[config.mk]
export PLATFORM = sky130hd
export DESIGN_NAME = mif_metering_irq_flags
export DESIGN_NICKNAME = d
export VERILOG_FILES = /design/src/mif_pkg.sv /design/src/mif_metering_irq_flags.sv
export SDC_FILE = /design/constraint.sdc
export NUM_CORES = 1
export LEC_CHECK = 0
export BUFFER_PORTS_ARGS = -buffer_cell sky130_fd_sc_hd__buf_4
export CORE_ASPECT_RATIO = 0.5
export CORE_MARGIN = 4
export CORE_UTILIZATION = 55
export CTS_CLUSTER_SIZE = 14
export DETAILED_ROUTE_END_ITERATION = 10
export GPL_TIMING_DRIVEN = 1
export PLACE_DENSITY = 0.9
export SKIP_LAST_GASP = 1
export SLEW_MARGIN = 20
export SYNTH_ARGS = -nofsm -noshare
export SYNTH_HDL_FRONTEND = slang
export SYNTH_SLANG_ARGS = --single-unit
[constraint.sdc]
create_clock -name mclk -period 2.75 [get_ports mclk]
set_input_delay 0.825 -clock mclk [delete_from_list [all_inputs] [get_ports mclk]]
set_output_delay 0.825 -clock mclk [all_outputs]
set_load 0.005 [all_outputs]
[src/mif_pkg.sv]
package mif_pkg;

  // Register addresses on the special function register port
  localparam logic [7:0] ADDR_EN_SIGN = 8'hd9;
  localparam logic [7:0] ADDR_EN_PULSE = 8'hda;
  localparam logic [7:0] ADDR_EN_LINE = 8'hdb;
  localparam logic [7:0] ADDR_ST_SIGN = 8'hdc;
  localparam logic [7:0] ADDR_ST_PULSE = 8'hdd;
  localparam logic [7:0] ADDR_ST_LINE = 8'hde;

  // Reset values
  localparam logic [7:0] EN_SIGN_RST = 8'h00;
  localparam logic [7:0] EN_PULSE_RST = 8'h00;
  localparam logic [7:0] EN_LINE_RST = 8'h00;
  localparam logic [7:0] ST_SIGN_RST = 8'h00;
  localparam logic [7:0] ST_PULSE_RST = 8'h00;
  localparam logic [7:0] ST_LINE_RST = 8'h80;

  // Implemented bits of each register
  localparam logic [7:0] EN_SIGN_MASK = 8'h3f;
  localparam logic [7:0] EN_PULSE_MASK = 8'hff;
  localparam logic [7:0] EN_LINE_MASK = 8'h3f;
  localparam logic [7:0] ST_SIGN_MASK = 8'h3f;
  localparam logic [7:0] ST_PULSE_MASK = 8'hff;
  localparam logic [7:0] ST_LINE_MASK = 8'hbf;

  // Base of each register inside the packed 24-bit flag and enable vectors
  localparam int SIGN_BASE = 0;
  localparam int PULSE_BASE = 8;
  localparam int LINE_BASE = 16;

  // Field positions, sign and no-load register
  localparam int ACTIVE_NO_LOAD = 0;
  localparam int REACTIVE_NO_LOAD = 1;
  localparam int APPARENT_NO_LOAD = 2;
  localparam int ACTIVE_SIGN_CHANGE = 3;
  localparam int REACTIVE_SIGN_CHANGE = 4;
  localparam int FAULT_MODE_CHANGE = 5;
  localparam int RESERVED_BIT = 6;
  localparam int METERING_IRQ_SUMMARY = 7;

  // Field positions, pulse and energy register
  localparam int ACTIVE_ENERGY_HALF = 0;
  localparam int REACTIVE_ENERGY_HALF = 1;
  localparam int APPARENT_ENERGY_HALF = 2;
  localparam int ACTIVE_ENERGY_OVERFLOW = 3;
  localparam int REACTIVE_ENERGY_OVERFLOW = 4;
  localparam int APPARENT_ENERGY_OVERFLOW = 5;
  localparam int FREQ_PULSE_ONE = 6;
  localparam int FREQ_PULSE_TWO = 7;

  // Field positions, line events register
  localparam int ZERO_CROSS_SEEN = 0;
  localparam int ZERO_CROSS_TIMEOUT = 1;
  localparam int LINE_CYCLE_DONE = 2;
  localparam int VOLTAGE_PEAK_HIT = 3;
  localparam int CURRENT_PEAK_HIT = 4;
  localparam int WAVEFORM_SAMPLE_READY = 5;
  localparam int RESET_DONE = 7;

  // Number of sign change detectors
  localparam int SIGN_CHANNELS = 3;

endpackage

[src/mif_metering_irq_flags.sv]
// Overview of operation
// - Summary bit 7 of sign register follows, one cycle later, whether any enabled flag is set.
// - Fault mode change in the configured direction sets sign register bit 5.
// - Reactive power sign change in configured direction sets sign register bit 4.
// - Active power sign change in configured direction sets sign register bit 3.
// - Apparent no-load or current-rms no-load entry sets sign register bit 2.
// - Reactive no-load detection sets sign register bit 1.
// - Active no-load detection sets sign register bit 0.
// - Every second frequency pulse sets pulse register bit 7, output enabled or not.
// - Every first frequency pulse sets pulse register bit 6, output enabled or not.
// - Apparent, reactive, active energy overflow set pulse register bits 5, 4, 3.
// - Apparent, reactive, active energy half full set pulse register bits 2, 1, 0.
// - End of hardware or software reset sets line register bit 7.
// - New waveform samples set line register bit 5.
// - Current above its peak threshold sets line register bit 4.
// - Voltage above its peak threshold sets line register bit 3.
// - End of line-cycle energy accumulation sets line register bit 2.
// - Zero crossing timeout sets line register bit 1.
// - Each voltage zero crossing sets line register bit 0.
// - Sign enable bits 5..0 let matching flags raise the interrupt; 7..6 reserved.
// - Pulse enable bits 7..0 let matching flags raise the interrupt.
// - Line enable bits 5..0 let matching flags raise the interrupt; 7..6 reserved.
// - Active sign fires positive-to-negative when direction is 0, else negative-to-positive.
`timescale 1ns/1ns
`default_nettype none
module mif_metering_irq_flags
  import mif_pkg::*;
(
  input wire logic mclk,
  input wire logic nrst,
  input wire logic [7:0] sfrAddr,
  input wire logic [7:0] sfrWrData,
  input wire logic sfrWrEn,
  input wire logic sfrRdEn,
  input wire logic swReset,
  input wire logic activePowerNeg,
  input wire logic reactivePowerNeg,
  input wire logic faultModeAlt,
  input wire logic activeSignDir,
  input wire logic reactiveSignDir,
  input wire logic faultSignDir,
  input wire logic apparentNoLoad,
  input wire logic irmsNoLoadEntry,
  input wire logic reactiveNoLoad,
  input wire logic activeNoLoad,
  input wire logic freqPulseTwo,
  input wire logic freqPulseOne,
  input wire logic apparentEnergyOverflow,
  input wire logic reactiveEnergyOverflow,
  input wire logic activeEnergyOverflow,
  input wire logic apparentEnergyHalf,
  input wire logic reactiveEnergyHalf,
  input wire logic activeEnergyHalf,
  input wire logic waveformSampleReady,
  input wire logic currentPeakHit,
  input wire logic voltagePeakHit,
  input wire logic lineCycleDone,
  input wire logic zeroCrossTimeout,
  input wire logic zeroCrossSeen,
  output logic [7:0] sfrRdData,
  output logic sfrRdValid,
  output logic meteringIrq
);

  localparam logic [23:0] FLAG_RST = {ST_LINE_RST, ST_PULSE_RST, ST_SIGN_RST};
  localparam logic [23:0] EN_RST = {EN_LINE_RST, EN_PULSE_RST, EN_SIGN_RST};
  logic rstMeta;
  logic rstN;
  logic [SIGN_CHANNELS-1:0] signPrev;
  logic signPrimed;
  logic [23:0] flags;
  logic [23:0] enables;
  wire logic [SIGN_CHANNELS-1:0] signLevel;
  wire logic [SIGN_CHANNELS-1:0] signDir;
  wire logic [SIGN_CHANNELS-1:0] signEvent;
  wire logic [23:0] setVec;
  wire logic [23:0] clrVec;
  wire logic [23:0] flagMask;
  wire logic [23:0] flagRst;
  wire logic [23:0] enMask;
  wire logic [23:0] enRst;
  wire logic [23:0] enWrite;
  wire logic [23:0] wrData3;
  wire logic pendingAny;
  wire logic wrStSign;
  wire logic wrStPulse;
  wire logic wrStLine;
  wire logic wrEnSign;
  wire logic wrEnPulse;
  wire logic wrEnLine;
  wire logic rdHit;
  wire logic [7:0] rdMux;

  // Reset release through two flip-flops
  always_ff @(posedge mclk or negedge nrst) begin
    if (!nrst) begin
      rstMeta <= 1'b0;
      rstN <= 1'b0;
    end else begin
      rstMeta <= 1'b1;
      rstN <= rstMeta;
    end
  end

  // Packed masks and reset values, sign register in the low byte
  assign flagMask = {ST_LINE_MASK, ST_PULSE_MASK, ST_SIGN_MASK};
  assign flagRst = {ST_LINE_RST, ST_PULSE_RST, ST_SIGN_RST};
  assign enMask = {EN_LINE_MASK, EN_PULSE_MASK, EN_SIGN_MASK};
  assign enRst = {EN_LINE_RST, EN_PULSE_RST, EN_SIGN_RST};
  assign wrData3 = {sfrWrData, sfrWrData, sfrWrData};

  // Register port address decode
  assign wrStSign = sfrWrEn & (sfrAddr == ADDR_ST_SIGN);
  assign wrStPulse = sfrWrEn & (sfrAddr == ADDR_ST_PULSE);
  assign wrStLine = sfrWrEn & (sfrAddr == ADDR_ST_LINE);
  assign wrEnSign = sfrWrEn & (sfrAddr == ADDR_EN_SIGN);
  assign wrEnPulse = sfrWrEn & (sfrAddr == ADDR_EN_PULSE);
  assign wrEnLine = sfrWrEn & (sfrAddr == ADDR_EN_LINE);

  // Sign change detectors: level inputs and their trigger direction
  assign signLevel = {faultModeAlt, reactivePowerNeg, activePowerNeg};
  assign signDir = {faultSignDir, reactiveSignDir, activeSignDir};

  genvar g;
  generate
    for (g = 0; g < SIGN_CHANNELS; g++) begin : gSign
      // Direction 0 catches a rise of the level, 1 catches a fall
      assign signEvent[g] = signPrimed & (signDir[g] ? (signPrev[g] & ~signLevel[g])
                                                     : (~signPrev[g] & signLevel[g]));
    end
  endgenerate

  // Previous level; first cycle after reset has no history
  always_ff @(posedge mclk or negedge rstN) begin
    if (!rstN) begin
      signPrev <= '0;
      signPrimed <= 1'b0;
    end else begin
      signPrev <= signLevel;
      signPrimed <= 1'b1;
    end
  end

  // Sign and no-load event sources
  assign setVec[SIGN_BASE + ACTIVE_NO_LOAD] = activeNoLoad;
  assign setVec[SIGN_BASE + REACTIVE_NO_LOAD] = reactiveNoLoad;
  assign setVec[SIGN_BASE + APPARENT_NO_LOAD] = apparentNoLoad | irmsNoLoadEntry;
  assign setVec[SIGN_BASE + ACTIVE_SIGN_CHANGE] = signEvent[0];
  assign setVec[SIGN_BASE + REACTIVE_SIGN_CHANGE] = signEvent[1];
  assign setVec[SIGN_BASE + FAULT_MODE_CHANGE] = signEvent[2];
  assign setVec[SIGN_BASE + RESERVED_BIT] = 1'b0;
  assign setVec[SIGN_BASE + METERING_IRQ_SUMMARY] = 1'b0;

  // Pulse and energy event sources; pulses count whether or not the pin drives
  assign setVec[PULSE_BASE + ACTIVE_ENERGY_HALF] = activeEnergyHalf;
  assign setVec[PULSE_BASE + REACTIVE_ENERGY_HALF] = reactiveEnergyHalf;
  assign setVec[PULSE_BASE + APPARENT_ENERGY_HALF] = apparentEnergyHalf;
  assign setVec[PULSE_BASE + ACTIVE_ENERGY_OVERFLOW] = activeEnergyOverflow;
  assign setVec[PULSE_BASE + REACTIVE_ENERGY_OVERFLOW] = reactiveEnergyOverflow;
  assign setVec[PULSE_BASE + APPARENT_ENERGY_OVERFLOW] = apparentEnergyOverflow;
  assign setVec[PULSE_BASE + FREQ_PULSE_ONE] = freqPulseOne;
  assign setVec[PULSE_BASE + FREQ_PULSE_TWO] = freqPulseTwo;

  // Line event sources; reset-done flag comes from the reset value
  assign setVec[LINE_BASE + ZERO_CROSS_SEEN] = zeroCrossSeen;
  assign setVec[LINE_BASE + ZERO_CROSS_TIMEOUT] = zeroCrossTimeout;
  assign setVec[LINE_BASE + LINE_CYCLE_DONE] = lineCycleDone;
  assign setVec[LINE_BASE + VOLTAGE_PEAK_HIT] = voltagePeakHit;
  assign setVec[LINE_BASE + CURRENT_PEAK_HIT] = currentPeakHit;
  assign setVec[LINE_BASE + WAVEFORM_SAMPLE_READY] = waveformSampleReady;
  assign setVec[LINE_BASE + RESERVED_BIT] = 1'b0;
  assign setVec[LINE_BASE + RESET_DONE] = 1'b0;

  // Writing 0 to a status bit clears it, writing 1 leaves it
  assign clrVec = {{8{wrStLine}}, {8{wrStPulse}}, {8{wrStSign}}} & ~wrData3;
  assign enWrite = {{8{wrEnLine}}, {8{wrEnPulse}}, {8{wrEnSign}}};

  // Status flags: event set wins over a clear in the same cycle
  generate
    for (g = 0; g < 24; g++) begin : gFlag
      always_ff @(posedge mclk or negedge rstN) begin
        if (!rstN) begin
          flags[g] <= FLAG_RST[g];
        end else if (swReset) begin
          flags[g] <= flagRst[g];
        end else begin
          flags[g] <= (setVec[g] | (flags[g] & ~clrVec[g])) & flagMask[g];
        end
      end
    end
  endgenerate

  // Enable bits, reserved positions held at zero
  generate
    for (g = 0; g < 24; g++) begin : gEnable
      always_ff @(posedge mclk or negedge rstN) begin
        if (!rstN) begin
          enables[g] <= EN_RST[g];
        end else if (swReset) begin
          enables[g] <= enRst[g];
        end else if (enWrite[g]) begin
          enables[g] <= wrData3[g] & enMask[g];
        end
      end
    end
  endgenerate

  // Any enabled pending flag
  assign pendingAny = |(flags & enables & enMask);

  // Summary flag doubles as the level interrupt request
  always_ff @(posedge mclk or negedge rstN) begin
    if (!rstN) begin
      meteringIrq <= 1'b0;
    end else begin
      meteringIrq <= pendingAny;
    end
  end

  // Read selection; summary replaces bit 7 of the sign register
  assign rdHit = (sfrAddr == ADDR_ST_SIGN) | (sfrAddr == ADDR_ST_PULSE) |
                 (sfrAddr == ADDR_ST_LINE) | (sfrAddr == ADDR_EN_SIGN) |
                 (sfrAddr == ADDR_EN_PULSE) | (sfrAddr == ADDR_EN_LINE);
  assign rdMux = (sfrAddr == ADDR_ST_SIGN) ? {meteringIrq, flags[6:0]} :
                 (sfrAddr == ADDR_ST_PULSE) ? flags[15:8] :
                 (sfrAddr == ADDR_ST_LINE) ? flags[23:16] :
                 (sfrAddr == ADDR_EN_SIGN) ? enables[7:0] :
                 (sfrAddr == ADDR_EN_PULSE) ? enables[15:8] :
                 (sfrAddr == ADDR_EN_LINE) ? enables[23:16] : 8'h00;

  // Registered read answer one cycle after the strobe
  always_ff @(posedge mclk or negedge rstN) begin
    if (!rstN) begin
      sfrRdData <= 8'h00;
      sfrRdValid <= 1'b0;
    end else begin
      sfrRdValid <= sfrRdEn & rdHit;
      if (sfrRdEn & rdHit) begin
        sfrRdData <= rdMux;
      end
    end
  end

  // Interrupt rises one cycle after an enabled flag is pending
  a_irq_rises: assert property (@(posedge mclk) disable iff (!rstN)
    pendingAny |=> meteringIrq)
    else $error("Interrupt missing after enabled pending flag");

  // Interrupt drops once nothing enabled is pending
  a_irq_drops: assert property (@(posedge mclk) disable iff (!rstN)
    !pendingAny |=> !meteringIrq)
    else $error("Interrupt held with nothing pending");

  // Masked flags never raise the interrupt
  a_mask_blocks: assert property (@(posedge mclk) disable iff (!rstN)
    ((enables & enMask) == 24'h000000) |=> !meteringIrq)
    else $error("Interrupt raised with all enables clear");

  // Active sign change in the selected direction is caught
  a_active_sign: assert property (@(posedge mclk) disable iff (!rstN)
    (signPrimed && !swReset && (activeSignDir ? ($past(activePowerNeg) && !activePowerNeg)
                                : (!$past(activePowerNeg) && activePowerNeg)))
    |=> flags[SIGN_BASE + ACTIVE_SIGN_CHANGE])
    else $error("Active sign change not flagged");

  // Active sign flag never set while the level stays high with direction 0
  a_sign_direction: assert property (@(posedge mclk) disable iff (!rstN)
    (!flags[SIGN_BASE + ACTIVE_SIGN_CHANGE] && !activeSignDir && activePowerNeg
     && $past(activePowerNeg) && !activeNoLoad)
    |=> !flags[SIGN_BASE + ACTIVE_SIGN_CHANGE])
    else $error("Active sign flag set without a change");

  // Second frequency pulse flagged unless software reset is active
  a_pulse_two: assert property (@(posedge mclk) disable iff (!rstN)
    (freqPulseTwo && !swReset) |=> flags[PULSE_BASE + FREQ_PULSE_TWO])
    else $error("Second frequency pulse not flagged");

  // First frequency pulse flagged unless software reset is active
  a_pulse_one: assert property (@(posedge mclk) disable iff (!rstN)
    (freqPulseOne && !swReset) |=> flags[PULSE_BASE + FREQ_PULSE_ONE])
    else $error("First frequency pulse not flagged");

  // Overflow reaches its own bit
  a_overflow_flag: assert property (@(posedge mclk) disable iff (!rstN)
    (apparentEnergyOverflow && !swReset) |=> flags[PULSE_BASE + APPARENT_ENERGY_OVERFLOW])
    else $error("Apparent energy overflow not flagged");

  // Half full reaches its own bit
  a_half_flag: assert property (@(posedge mclk) disable iff (!rstN)
    (reactiveEnergyHalf && !swReset) |=> flags[PULSE_BASE + REACTIVE_ENERGY_HALF])
    else $error("Reactive energy half full not flagged");

  // Software reset ends with reset-done set and enables cleared
  a_soft_reset: assert property (@(posedge mclk) disable iff (!rstN)
    swReset |=> (flags[LINE_BASE + RESET_DONE] && (enables == 24'h000000)))
    else $error("Software reset did not leave reset-done flag");

  // Waveform sample flag
  a_wave_flag: assert property (@(posedge mclk) disable iff (!rstN)
    (waveformSampleReady && !swReset) |=> flags[LINE_BASE + WAVEFORM_SAMPLE_READY])
    else $error("Waveform sample flag not set");

  // Set wins over a clear write in the same cycle
  a_set_beats_clear: assert property (@(posedge mclk) disable iff (!rstN)
    (activeNoLoad && wrStSign && !sfrWrData[0] && !swReset)
    |=> flags[SIGN_BASE + ACTIVE_NO_LOAD])
    else $error("Clear write lost a simultaneous event");

  // Flags stick until a clearing write or software reset
  a_flag_sticky: assert property (@(posedge mclk) disable iff (!rstN)
    (flags[LINE_BASE + ZERO_CROSS_SEEN] && !(wrStLine && !sfrWrData[0]) && !swReset)
    |=> flags[LINE_BASE + ZERO_CROSS_SEEN])
    else $error("Zero crossing flag dropped without a clear");

  // Clearing write drops an idle flag
  a_clear_works: assert property (@(posedge mclk) disable iff (!rstN)
    (wrStLine && !sfrWrData[0] && !zeroCrossSeen && !swReset)
    |=> !flags[LINE_BASE + ZERO_CROSS_SEEN])
    else $error("Clearing write left zero crossing flag set");

  // Reserved bit 6 reads zero outside the pulse registers
  a_reserved_zero: assert property (@(posedge mclk) disable iff (!rstN)
    (sfrRdEn && rdHit && (sfrAddr != ADDR_ST_PULSE) && (sfrAddr != ADDR_EN_PULSE))
    |=> (sfrRdValid && !sfrRdData[6]))
    else $error("Reserved bit read as one");

  // Summary bit read matches the interrupt level
  a_summary_read: assert property (@(posedge mclk) disable iff (!rstN)
    (sfrRdEn && (sfrAddr == ADDR_ST_SIGN)) |=> (sfrRdData[7] == $past(meteringIrq)))
    else $error("Summary bit differs from interrupt request");

  // Fault mode change in the selected direction is caught
  a_fault_sign: assert property (@(posedge mclk) disable iff (!rstN)
    (signPrimed && !swReset && (faultSignDir ? ($past(faultModeAlt) && !faultModeAlt)
                                : (!$past(faultModeAlt) && faultModeAlt)))
    |=> flags[SIGN_BASE + FAULT_MODE_CHANGE])
    else $error("Fault mode change not flagged");

  // Reactive sign change in the selected direction is caught
  a_reactive_sign: assert property (@(posedge mclk) disable iff (!rstN)
    (signPrimed && !swReset && (reactiveSignDir ? ($past(reactivePowerNeg) && !reactivePowerNeg)
                                : (!$past(reactivePowerNeg) && reactivePowerNeg)))
    |=> flags[SIGN_BASE + REACTIVE_SIGN_CHANGE])
    else $error("Reactive sign change not flagged");

  // Either no-load source reaches the apparent no-load bit
  a_noload_flag: assert property (@(posedge mclk) disable iff (!rstN)
    ((apparentNoLoad || irmsNoLoadEntry) && !swReset)
    |=> flags[SIGN_BASE + APPARENT_NO_LOAD])
    else $error("Apparent no-load not flagged");

  // Reactive no-load reaches its own bit
  a_reactive_noload: assert property (@(posedge mclk) disable iff (!rstN)
    (reactiveNoLoad && !swReset) |=> flags[SIGN_BASE + REACTIVE_NO_LOAD])
    else $error("Reactive no-load not flagged");

  // Current peak reaches its own bit
  a_current_peak: assert property (@(posedge mclk) disable iff (!rstN)
    (currentPeakHit && !swReset) |=> flags[LINE_BASE + CURRENT_PEAK_HIT])
    else $error("Current peak not flagged");

  // Voltage peak reaches its own bit
  a_voltage_peak: assert property (@(posedge mclk) disable iff (!rstN)
    (voltagePeakHit && !swReset) |=> flags[LINE_BASE + VOLTAGE_PEAK_HIT])
    else $error("Voltage peak not flagged");

  // Zero crossing timeout reaches its own bit
  a_cross_timeout: assert property (@(posedge mclk) disable iff (!rstN)
    (zeroCrossTimeout && !swReset) |=> flags[LINE_BASE + ZERO_CROSS_TIMEOUT])
    else $error("Zero crossing timeout not flagged");

  // Enabled first frequency pulse flag raises the request
  a_pulse_enable: assert property (@(posedge mclk) disable iff (!rstN)
    (flags[PULSE_BASE + FREQ_PULSE_ONE] && enables[PULSE_BASE + FREQ_PULSE_ONE])
    |=> meteringIrq)
    else $error("Enabled pulse flag did not raise interrupt");

  // Reserved flag and enable positions stay clear
  a_reserved_held: assert property (@(posedge mclk) disable iff (!rstN)
    ((flags & ~flagMask) == 24'h000000) && ((enables & ~enMask) == 24'h000000))
    else $error("Reserved flag or enable bit set");

endmodule
`default_nettype wire

==> results.cfg, run 1 <==
[status]
status = finished clean

[cts]
cts_sinks = 57
clock_latency_ns = 0.35
clockBufferDepth = 2
hold_buffers = 0
ctsResizeCount = 0
cts_root_buf = clkbuf_8
cts_tree = done
path_clk_slew_ns = 0.07
cts_buffers = 9
htree_num_levels = 3
post-cts-setup-buffer-count = 0

[run]
drv_cap = 0

[pwr]
p_per_area_nw_per_um2 = 553
p_leak_nw = 1.76
vdd_drop_max_mv = 0.407
power_mw = 1.93

[sta]
skew_ns = 0.0113
hold_violations = 0
finalCriticalPeriod_ns = 2.21
fmax_mhz = 452
setup_viol = 0
rsz0062_at_grt = no
fin_crit_sh_pct = 80.4
final-max-slew-violation-count = 0
fin_tns_setup_ns = 0
slew_headroom_pct = 46.9
tightestPinTransition_ns = 0.786

[yosys]
avgSynthCellArea_um2 = 10.1
ys.flop_type = dfrtp_1
postSynthCellCount = 281
synth.distinct_cells = 49
syn-cell-area_um2 = 2840
async_flop_share_pct = 100
yosys_warnings = 0
synth-seq-cells = 57
seq_area_frac_synth_pct = 50.2
synth_edf_count = 0

[route]
firstDrtPassIters = 7
drt_iter0_drc = 307
wl_per_cell_um = 19.0
ant_nets = 0
wl_um = 7780
drcViolationCount = 0
vias = 2546
viasPerCell = 6.21

[floorplanning]
die_h_um = 58.8
core_area_um2 = 4950
num_io_pins = 55
start_util_pct = 57.4
dieArea_um2 = 6450
die_w_um = 110
rows = 18

[final_layout]
diodes = 0
fin_nets = 380
fillerInstances = 368
layout-drive-gt1-share_pct = 23.8
synthToLayoutAreaGrowth_pct = 22.7

[setup_path]
crit_type = in -> reg
path_cells = buf_4 > and3_1 > nor4b_1 > o2111ai_1 > o311ai_1
cp_data_required_time_ns = 2.98
worst-path-buf-inv = 1
worstSetupEndpointType = flip-flop
crit_fanout = 10
crit_path_top_delay_cell = nor4b_1
cp-start-kind = input port
slowest_delay_ns = 0.70
cp_top_family = simple AND/OR/NAND/NOR gates
cp.arrival_ns = 2.44

[placed_design]
gp_congestion = 1.01
place_hpwl_um = 5470
portBuffers = 54

[grt]
grt_antenna_before_repair = 0
gr-usage-all-layers_pct = 26.5
grt_pass1_vias = 2504
overflow = 0
grt_max_degree = 42
grt_pass1_wl_um = 12500

[hold_path]
hold_class = reg -> async
[per-layer routing]
metal  track usage (%)  share of wire, %
met3              9.42                12
met4              11.9               2.4
met1              34.9                40
met2              39.7                45
met5                 0                 0
[synthesized netlist by cell type, types with 3 or more instances]
cell	n	share of area (%)
mux2i_1	25	8.8
nand2b_1	3	0.66
a221o_1	3	1.1
and3_1	3	0.66
a22o_1	5	1.5
nand3_1	5	0.88
nand4_1	3	0.66
a21oi_1	21	3.7
o21ai_0	32	5.6
inv_1	22	2.9
mux2_2	4	1.6
nor3b_1	6	1.6
clkbuf_1	6	0.79
a221oi_1	6	1.8
nor2_1	28	3.7
nor2b_1	7	1.5
dfrtp_1	56	49
buf_2	5	0.88
nand2_1	4	0.53
[placed cells by master, fill, tap and decap left out, types with 2 or more instances in the layout]
cell	synthesis	final
buf_4	2	56
dfrtp_1	56	55
o21ai_0	32	32
nor2_1	28	28
mux2i_1	25	25
inv_1	22	22
a21oi_1	21	21
clkbuf_8	0	11
nor2b_1	7	7
a221oi_1	6	6
nor3b_1	6	6
a22o_1	5	5
nand3_1	5	5
nand2_1	4	4
mux2_2	4	4
and3_1	3	3
nand4_1	3	3
nand2b_1	3	3
a221o_1	3	3
a22oi_1	2	2
nand4b_1	2	2
o221ai_1	2	2
o311a_1	2	2
a32oi_1	2	2
o31ai_1	2	2
conb_1	1	2
[worst register-to-register path, delay by kind of cell, from the launching register on]
family,cells,cell delay (ns)
AO/OA/AOI/OAI,2,0.57
flip-flops,1,0.43
AND/OR/NAND/NOR,2,0.34
[through the flow]
step | setup WS, ns | instance area (um2) | util, % | instances | hold WS (ns)
floorplan | 0.551 | 2850 | - | 282 | 0.331
global placement | 0.322 | 3280 | 66.2 | 394 | 0.224
detailed placement | 0.260 | 3280 | 66.2 | 394 | 0.238
CTS | 0.622 | 3490 | 70.4 | 410 | 0.234
global route | 0.482 | 3490 | 70.4 | 410 | 0.228
finish | 0.539 | 3490 | 70.4 | 410 | 0.231
[state kept, by name, summed over array words and instances, names as in the netlist]
name and count:
sfrRdData 8, rstMeta 1, enables 20, signPrev 3, meteringIrq 1, sfrRdValid 1
flags 21, rstN 1, signPrimed 1
[path summary, 6_finish.rpt]
| kind | endpoint | slack, ns | startpoint | cells past startpoint |
|---|---|---|---|---|
| setup / recovery | sfrRdData[5]$_DFFE_PN0P_ | 0.54 | sfrAddr[6] | 5 |
| hold / removal | flags[4]$_DFF_PN0_ | 0.23 | rstN$_DFF_PN0_ | 0 |
| setup reg to reg | meteringIrq$_DFF_PN0_ | 1.27 | flags[11]$_DFF_PN0_ | 4 |
| hold reg to reg | flags[4]$_DFF_PN0_ | 0.23 | rstN$_DFF_PN0_ | 0 |
| max in group asynchronous | flags[23]$_DFF_PN1_ | 1.80 | rstN$_DFF_PN0_ | 1 |
| min in group mclk | rstN$_DFF_PN0_ | 0.35 | rstMeta$_DFF_PN0_ | 0 |
[kinds of logic after synthesis]
logic type / Yosys count / synth area share [%]
and+or+nand+nor: 72 / 14.3
buffers and inverters: 36 / 5.50
DFF: 57 / 50.2
other: 1 / 0.132
AOI/OAI and AO/OA: 86 / 19.4
muxes: 29 / 10.4
[area by class of cell]
cell class	count	area (um2)	area share, %
flip-flops and latches	57	1430	41.0
multi-input cells	189	1260	36.2
repair buffers	56	420	12.1
clock buffers	12	155	4.45
well taps	70	87.6	2.51
inverters	22	82.6	2.37
clock inverters	4	51.3	1.47
[power by group]
group          switching, mW  leakage (nW)  internal, mW
sequential            0.0390         0.745         0.878
clock                  0.333         0.103         0.467
combinational          0.107         0.916         0.105
total                  0.479          1.76          1.45
Note: power is estimated with default switching activity, not from simulation.
==> inputs of run 2 (changes only) <==
CORE_UTILIZATION = 50   (was 55)
PLACE_DENSITY = 0.87   (was 0.9)
clock period = 2 ns   (was 2.75 ns; I/O delays follow)
==> run 2 against run 1 <==
  * Via count rose by 1.3%
  * Routed wire length increased by 2.4%
  * Final area grew 6.2%
  * Largest cell class unchanged
  * Non-clock buffer count increased by 17
  * Utilization shrank 2.9 points
  * Final cell count grew 4.9%
==> results.cfg, run 2 (synthesized netlist as in run 1, its figures left out) <==
[floorplanning]
die_h_um = 61.3
core_area_um2 = 5490
num_io_pins = 55
rows = 19
start_util_pct = 51.8
dieArea_um2 = 7030
die_w_um = 115

[route]
viasPerCell = 6.00
wl_um = 7960
drt_iter0_drc = 218
firstDrtPassIters = 5
ant_nets = 0
drcViolationCount = 0
wl_per_cell_um = 18.5
vias = 2578

[pwr]
p_per_area_nw_per_um2 = 803
p_leak_nw = 1.87
power_mw = 2.98
vdd_drop_max_mv = 0.462

[placed_design]
place_hpwl_um = 5690
gp_congestion = 0.941
portBuffers = 54

[final_layout]
largest_reg_flops = 21
top_register = flags
diodes = 0
final_cell_mix = buf_4 (72), dfrtp_1 (55), o21ai_0 (32), nor2_1 (28), mux2i_1 (25)
final_common_cell = buf_4
utilization_pct = 67.5
synthToLayoutAreaGrowth_pct = 30.3
layout-drive-gt1-share_pct = 27.7
fin_nets = 397
reg_top3 = flags x21, enables x20, sfrRdData x8

[sta]
rsz0062_at_grt = no
final-max-slew-violation-count = 0
tightestPinTransition_ns = 0.676
fin_tns_setup_ns = 0
worst_hold_slack_ns = 0.0416
fin_crit_sh_pct = 83.4
slew_headroom_pct = 54.9
setup_viol = 0
hold_violations = 0
fmax_mhz = 599
finalCriticalPeriod_ns = 1.67
skew_ns = 0.00639

[setup_path]
worstSetupEndpointType = flip-flop
worst-r2r-cell-count = 4
path_cells = buf_4 > nor2b_2 > nand3_4 > or3_1 > inv_1 > mux2_2
crit_fanout = 7
cp_data_required_time_ns = 2.21
r2r_start = enables[18]$_DFFE_PN0P_
crit_type = in -> reg
cp.arrival_ns = 1.88
crit_path_start = sfrAddr[5]
cp-start-kind = input port
slowest_delay_ns = 0.47
crit_path_top_delay_cell = or3_1

[cts]
ctsResizeCount = 0
hold_buffers = 0
htree_num_levels = 3
clock_latency_ns = 0.33
cts_buffers = 9
cts_tree = done
clockBufferDepth = 2
cts_root_buf = clkbuf_16
path_clk_slew_ns = 0.05
post-cts-setup-buffer-count = 0
cts_sinks = 57

[grt]
grt_pass1_vias = 2437
grt_antenna_before_repair = 0
overflow = 0
grt_pass1_wl_um = 12500
grt_max_degree = 56
gr-usage-all-layers_pct = 24.0

[hold_path]
hold_class = in -> async

[status]
status = finished clean

[run]
drv_cap = 0
==> run 2: cell count changes in the layout (fill, tap and decap cells not counted) <==
cell / previous run / this run
buf_12: 0 / 1
buf_4: 56 / 72
bufinv_16: 1 / 0
clkbuf_1: 1 / 0
clkbuf_16: 0 / 9
clkbuf_8: 11 / 0
clkinvlp_4: 1 / 3
inv_6: 0 / 2
==> run 2: routing by layer <==
layer / GRT usage, % / vias to the layer above / share of wire (%)
li1: - / 1162 / -
met1: 34.2 / 1271 / 43
met2: 36.5 / 139 / 45
met3: 6.77 / 6 / 11
met4: 6.60 / 0 / 0.63
met5: 0 / - / 0
==> run 2: final timing paths <==
kind | end | slack [ns]
min reg2reg | rstN$_DFF_PN0_ | 0.35
max | sfrRdData[7]$_DFFE_PN0P_ | 0.33
max in group asynchronous | sfrRdData[6]$_DFFE_PN0P_ | 1.16
max reg2reg | sfrRdData[2]$_DFFE_PN0P_ | 0.57
min | rstN$_DFF_PN0_ | 0.04
min in group mclk | rstN$_DFF_PN0_ | 0.35
==> run 2: area by class of cell <==
cell class | count | area, um2
fill | 413 | 1790
sequential | 57 | 1430
multi-input combinational | 189 | 1260
timing repair buffer | 73 | 561
clock buffer | 9 | 225
tap | 73 | 91.3
inverter | 22 | 82.6
clock inverter | 7 | 53.8
==> run 2: where the power goes <==
part,switching [mW],internal [mW]
Combinational,0.158,0.153
Clock,0.568,0.844
Sequential,0.0451,1.21
Total,0.771,2.20
==> run 2: critical path: cells and delay by family <==
kind | cells | cell delay, ns
mux | 1 | 0.33
buf+inv | 2 | 0.23
simple gates | 3 | 0.72
==> run 2: per-stage QoR <==
step / cells / area (um2) / setup WS [ns]
after floorplan: 282 / 2850 / 0.0264
after global placement: 414 / 3430 / 0.0288
after detailed placement: 414 / 3430 / -0.0140
after CTS: 430 / 3700 / 0.332
after global routing: 430 / 3700 / 0.219
final: 430 / 3700 / 0.332
==> inputs of run 3 (changes only) <==
ABC_AREA = 1   (was unset)
CORE_UTILIZATION = 55   (was 50)
PLACE_DENSITY = 0.9   (was 0.87)
clock period = 1.65 ns   (was 2 ns; I/O delays follow)
==> run 3 against run 2 <==
  * Count of clock-buffer cells in the layout is the same
  * Die area down 8.0%
  * Sequential cell count unchanged
  * Hold slack better by 0.21 ns
  * Register-to-register slack got worse by 0.06 ns
  * Largest cell class unchanged
==> results.cfg, run 3 <==
[yosys]
synth_mux_area_share_pct = 0
yosys_warnings = 0
synth_edf_count = 0
yosys.area_share.adder_pct = 0
synth_top_area_share_pct = 49.2
synthTopCellsByCount = nand2_1 (103), dfrtp_1 (56), nand3_1 (36)
postSynthCellCount = 356
synth-simple-area-share_pct = 29.2
avgSynthCellArea_um2 = 8.00
synth_top_area_cell = dfrtp_1
async_flop_share_pct = 100
synth_top_family_by_area = simple AND/OR/NAND/NOR gates
synth_xor_area_share_pct = 0
seq_area_frac_synth_pct = 50.1
ys.flop_type = dfrtp_1
synth_compound_area_share_pct = 13.7
synth-seq-cells = 57
yosysMostFrequentCell = nand2_1
synth.distinct_cells = 27
syn-cell-area_um2 = 2850
yosys-top-cells-area = dfrtp_1 (49%), nand2_1 (14%), nand3_1 (6.3%)

[setup_path]
cp.arrival_ns = 1.62
cp_data_required_time_ns = 1.88
critPathMostFrequentCell = nand2_1
r2r-end = meteringIrq$_DFF_PN0_
path_cells = buf_4 > inv_1 > nand2_1 > nor2_2 > nand2_1 > o21ai_1 > inv_2 > nand2_1 > o21ai_1
crit_path_top_delay_cell = nor2_2
crit_fanout = 12
worst-r2r-cell-count = 4
slowest_delay_ns = 0.20
cp_top_family = simple AND/OR/NAND/NOR gates
cp-start-kind = input port
r2r_start = flags[10]$_DFF_PN0_
crit_type = in -> reg
worst-path-buf-inv = 3
worstSetupEndpointType = flip-flop
rrSetupSlack_ns = 0.51

[pwr]
power_mw = 3.23
p_per_area_nw_per_um2 = 896
vdd_drop_max_mv = 0.686
p_leak_nw = 1.85

[sta]
skew_ns = 0.0112
hold_violations = 0
tightestPinTransition_ns = 0.574
final-max-slew-violation-count = 0
rsz0062_at_grt = no
finalCriticalPeriod_ns = 1.39
setup_viol = 0
fmax_mhz = 719
fin_tns_setup_ns = 0
slew_headroom_pct = 61.7
fin_crit_sh_pct = 84.3

[hold_path]
hold_class = in -> reg
min_to = signPrev[0]$_DFF_PN0_
whs_path_depth = 1
hp-start = activePowerNeg

[route]
drt_iter0_drc = 378
ant_nets = 0
wl_um = 8590
vias = 2783
firstDrtPassIters = 5
viasPerCell = 5.52
wl_per_cell_um = 17.0
drcViolationCount = 0

[floorplanning]
rows = 18
dieArea_um2 = 6470
die_w_um = 110
die_h_um = 58.9
num_io_pins = 55
start_util_pct = 57.5
core_area_um2 = 4950

[cts]
cts_sinks = 57
ctsResizeCount = 0
cts_root_buf = clkbuf_8
path_clk_slew_ns = 0.08
cts_buffers = 9
clockBufferDepth = 2
clock_latency_ns = 0.35
htree_num_levels = 3
cts_tree = done

[final_layout]
layout-drive-gt1-share_pct = 26.5
final_cell_mix = nand2_1 (103), buf_4 (68), dfrtp_1 (55), nand3_1 (36), inv_1 (33)
diodes = 0
largest_reg_flops = 21
finalNonFillerCells = 504
reg_top3 = flags x21, enables x20, sfrRdData x8
top_register = flags
fillerInstances = 384
synthToLayoutAreaGrowth_pct = 26.3
final_common_cell = nand2_1
fin_nets = 474
multi_input_area_um2 = 1230
fin_area_um2 = 3600
seqCellArea_um2 = 1430

[run]
drv_cap = 0

[grt]
gr-usage-all-layers_pct = 28.7
grt_pass1_wl_um = 13400
overflow = 0
grt_max_degree = 27
grt_antenna_before_repair = 0
grt_pass1_vias = 2634

[placed_design]
place_hpwl_um = 6650
gp_congestion = 0.963
portBuffers = 54
place_area_um2 = 3410
dp_cells = 487

[status]
status = finished clean
run 3: area by class of cell:
type | count | share of cell area (%)
Sequential cell | 57 | 39.7
Timing Repair Buffer | 69 | 14.5
Multi-Input combinational cell | 253 | 34.2
Tap cell | 70 | 2.43
Clock buffer | 9 | 3.44
Clock inverter | 7 | 1.50
Inverter | 39 | 4.21
run 3: where the power goes:
group          internal, mW  switching (mW)
clock                 0.553           0.642
sequential             1.50           0.113
combinational         0.203           0.216
total                  2.25           0.971
run 3: cell families after synthesis:
| logic type | Yosys count |
|---|---|
| simple gates | 184 |
| compound gates | 67 |
| flops | 57 |
| buf+inv | 47 |
| other cells | 1 |
run 3: how the worst max path moves through the flow:
stage | depth (start not counted) | slack (ns) | to | start
2_1_floorplan | 11 | 0.17 | enables[13]$_DFFE_PN0P_ | sfrAddr[5]
3_3_place_gp | 9 | -0.04 | flags[10]$_DFF_PN0_ | sfrAddr[5]
3_5_place_dp | 8 | -0.11 | flags[18]$_DFF_PN0_ | sfrAddr[5]
4_1_cts | 8 | 0.26 | flags[18]$_DFF_PN0_ | sfrAddr[5]
5_1_grt | 8 | 0.12 | flags[18]$_DFF_PN0_ | sfrAddr[5]
6_report | 9 | 0.26 | enables[0]$_DFFE_PN0P_ | sfrAddr[1]
run 3: layer usage:
metal  wire length, um  track usage, %  up-vias
met2              3790            41.8      156
met4                91            8.35        0
li1                  -               -     1323
met3              1080            10.6       16
met1              3640            40.2     1288
met5                 0               0        -
run 3: per-stage QoR:
step           setup WS, ns  hold slack (ns)  utilization, %
3_3_place_gp        -0.0360            0.264            68.8
6_report              0.259            0.256            72.6
2_1_floorplan         0.165            0.199               -
5_1_grt               0.117            0.246            72.6
4_1_cts               0.258            0.248            72.6
3_5_place_dp         -0.111            0.279            68.8
run 3: repair_timing:
action	in CTS	in global routing
setup buffers	0	0
hold buffers	1	0
hold endpoints to repair	2	0
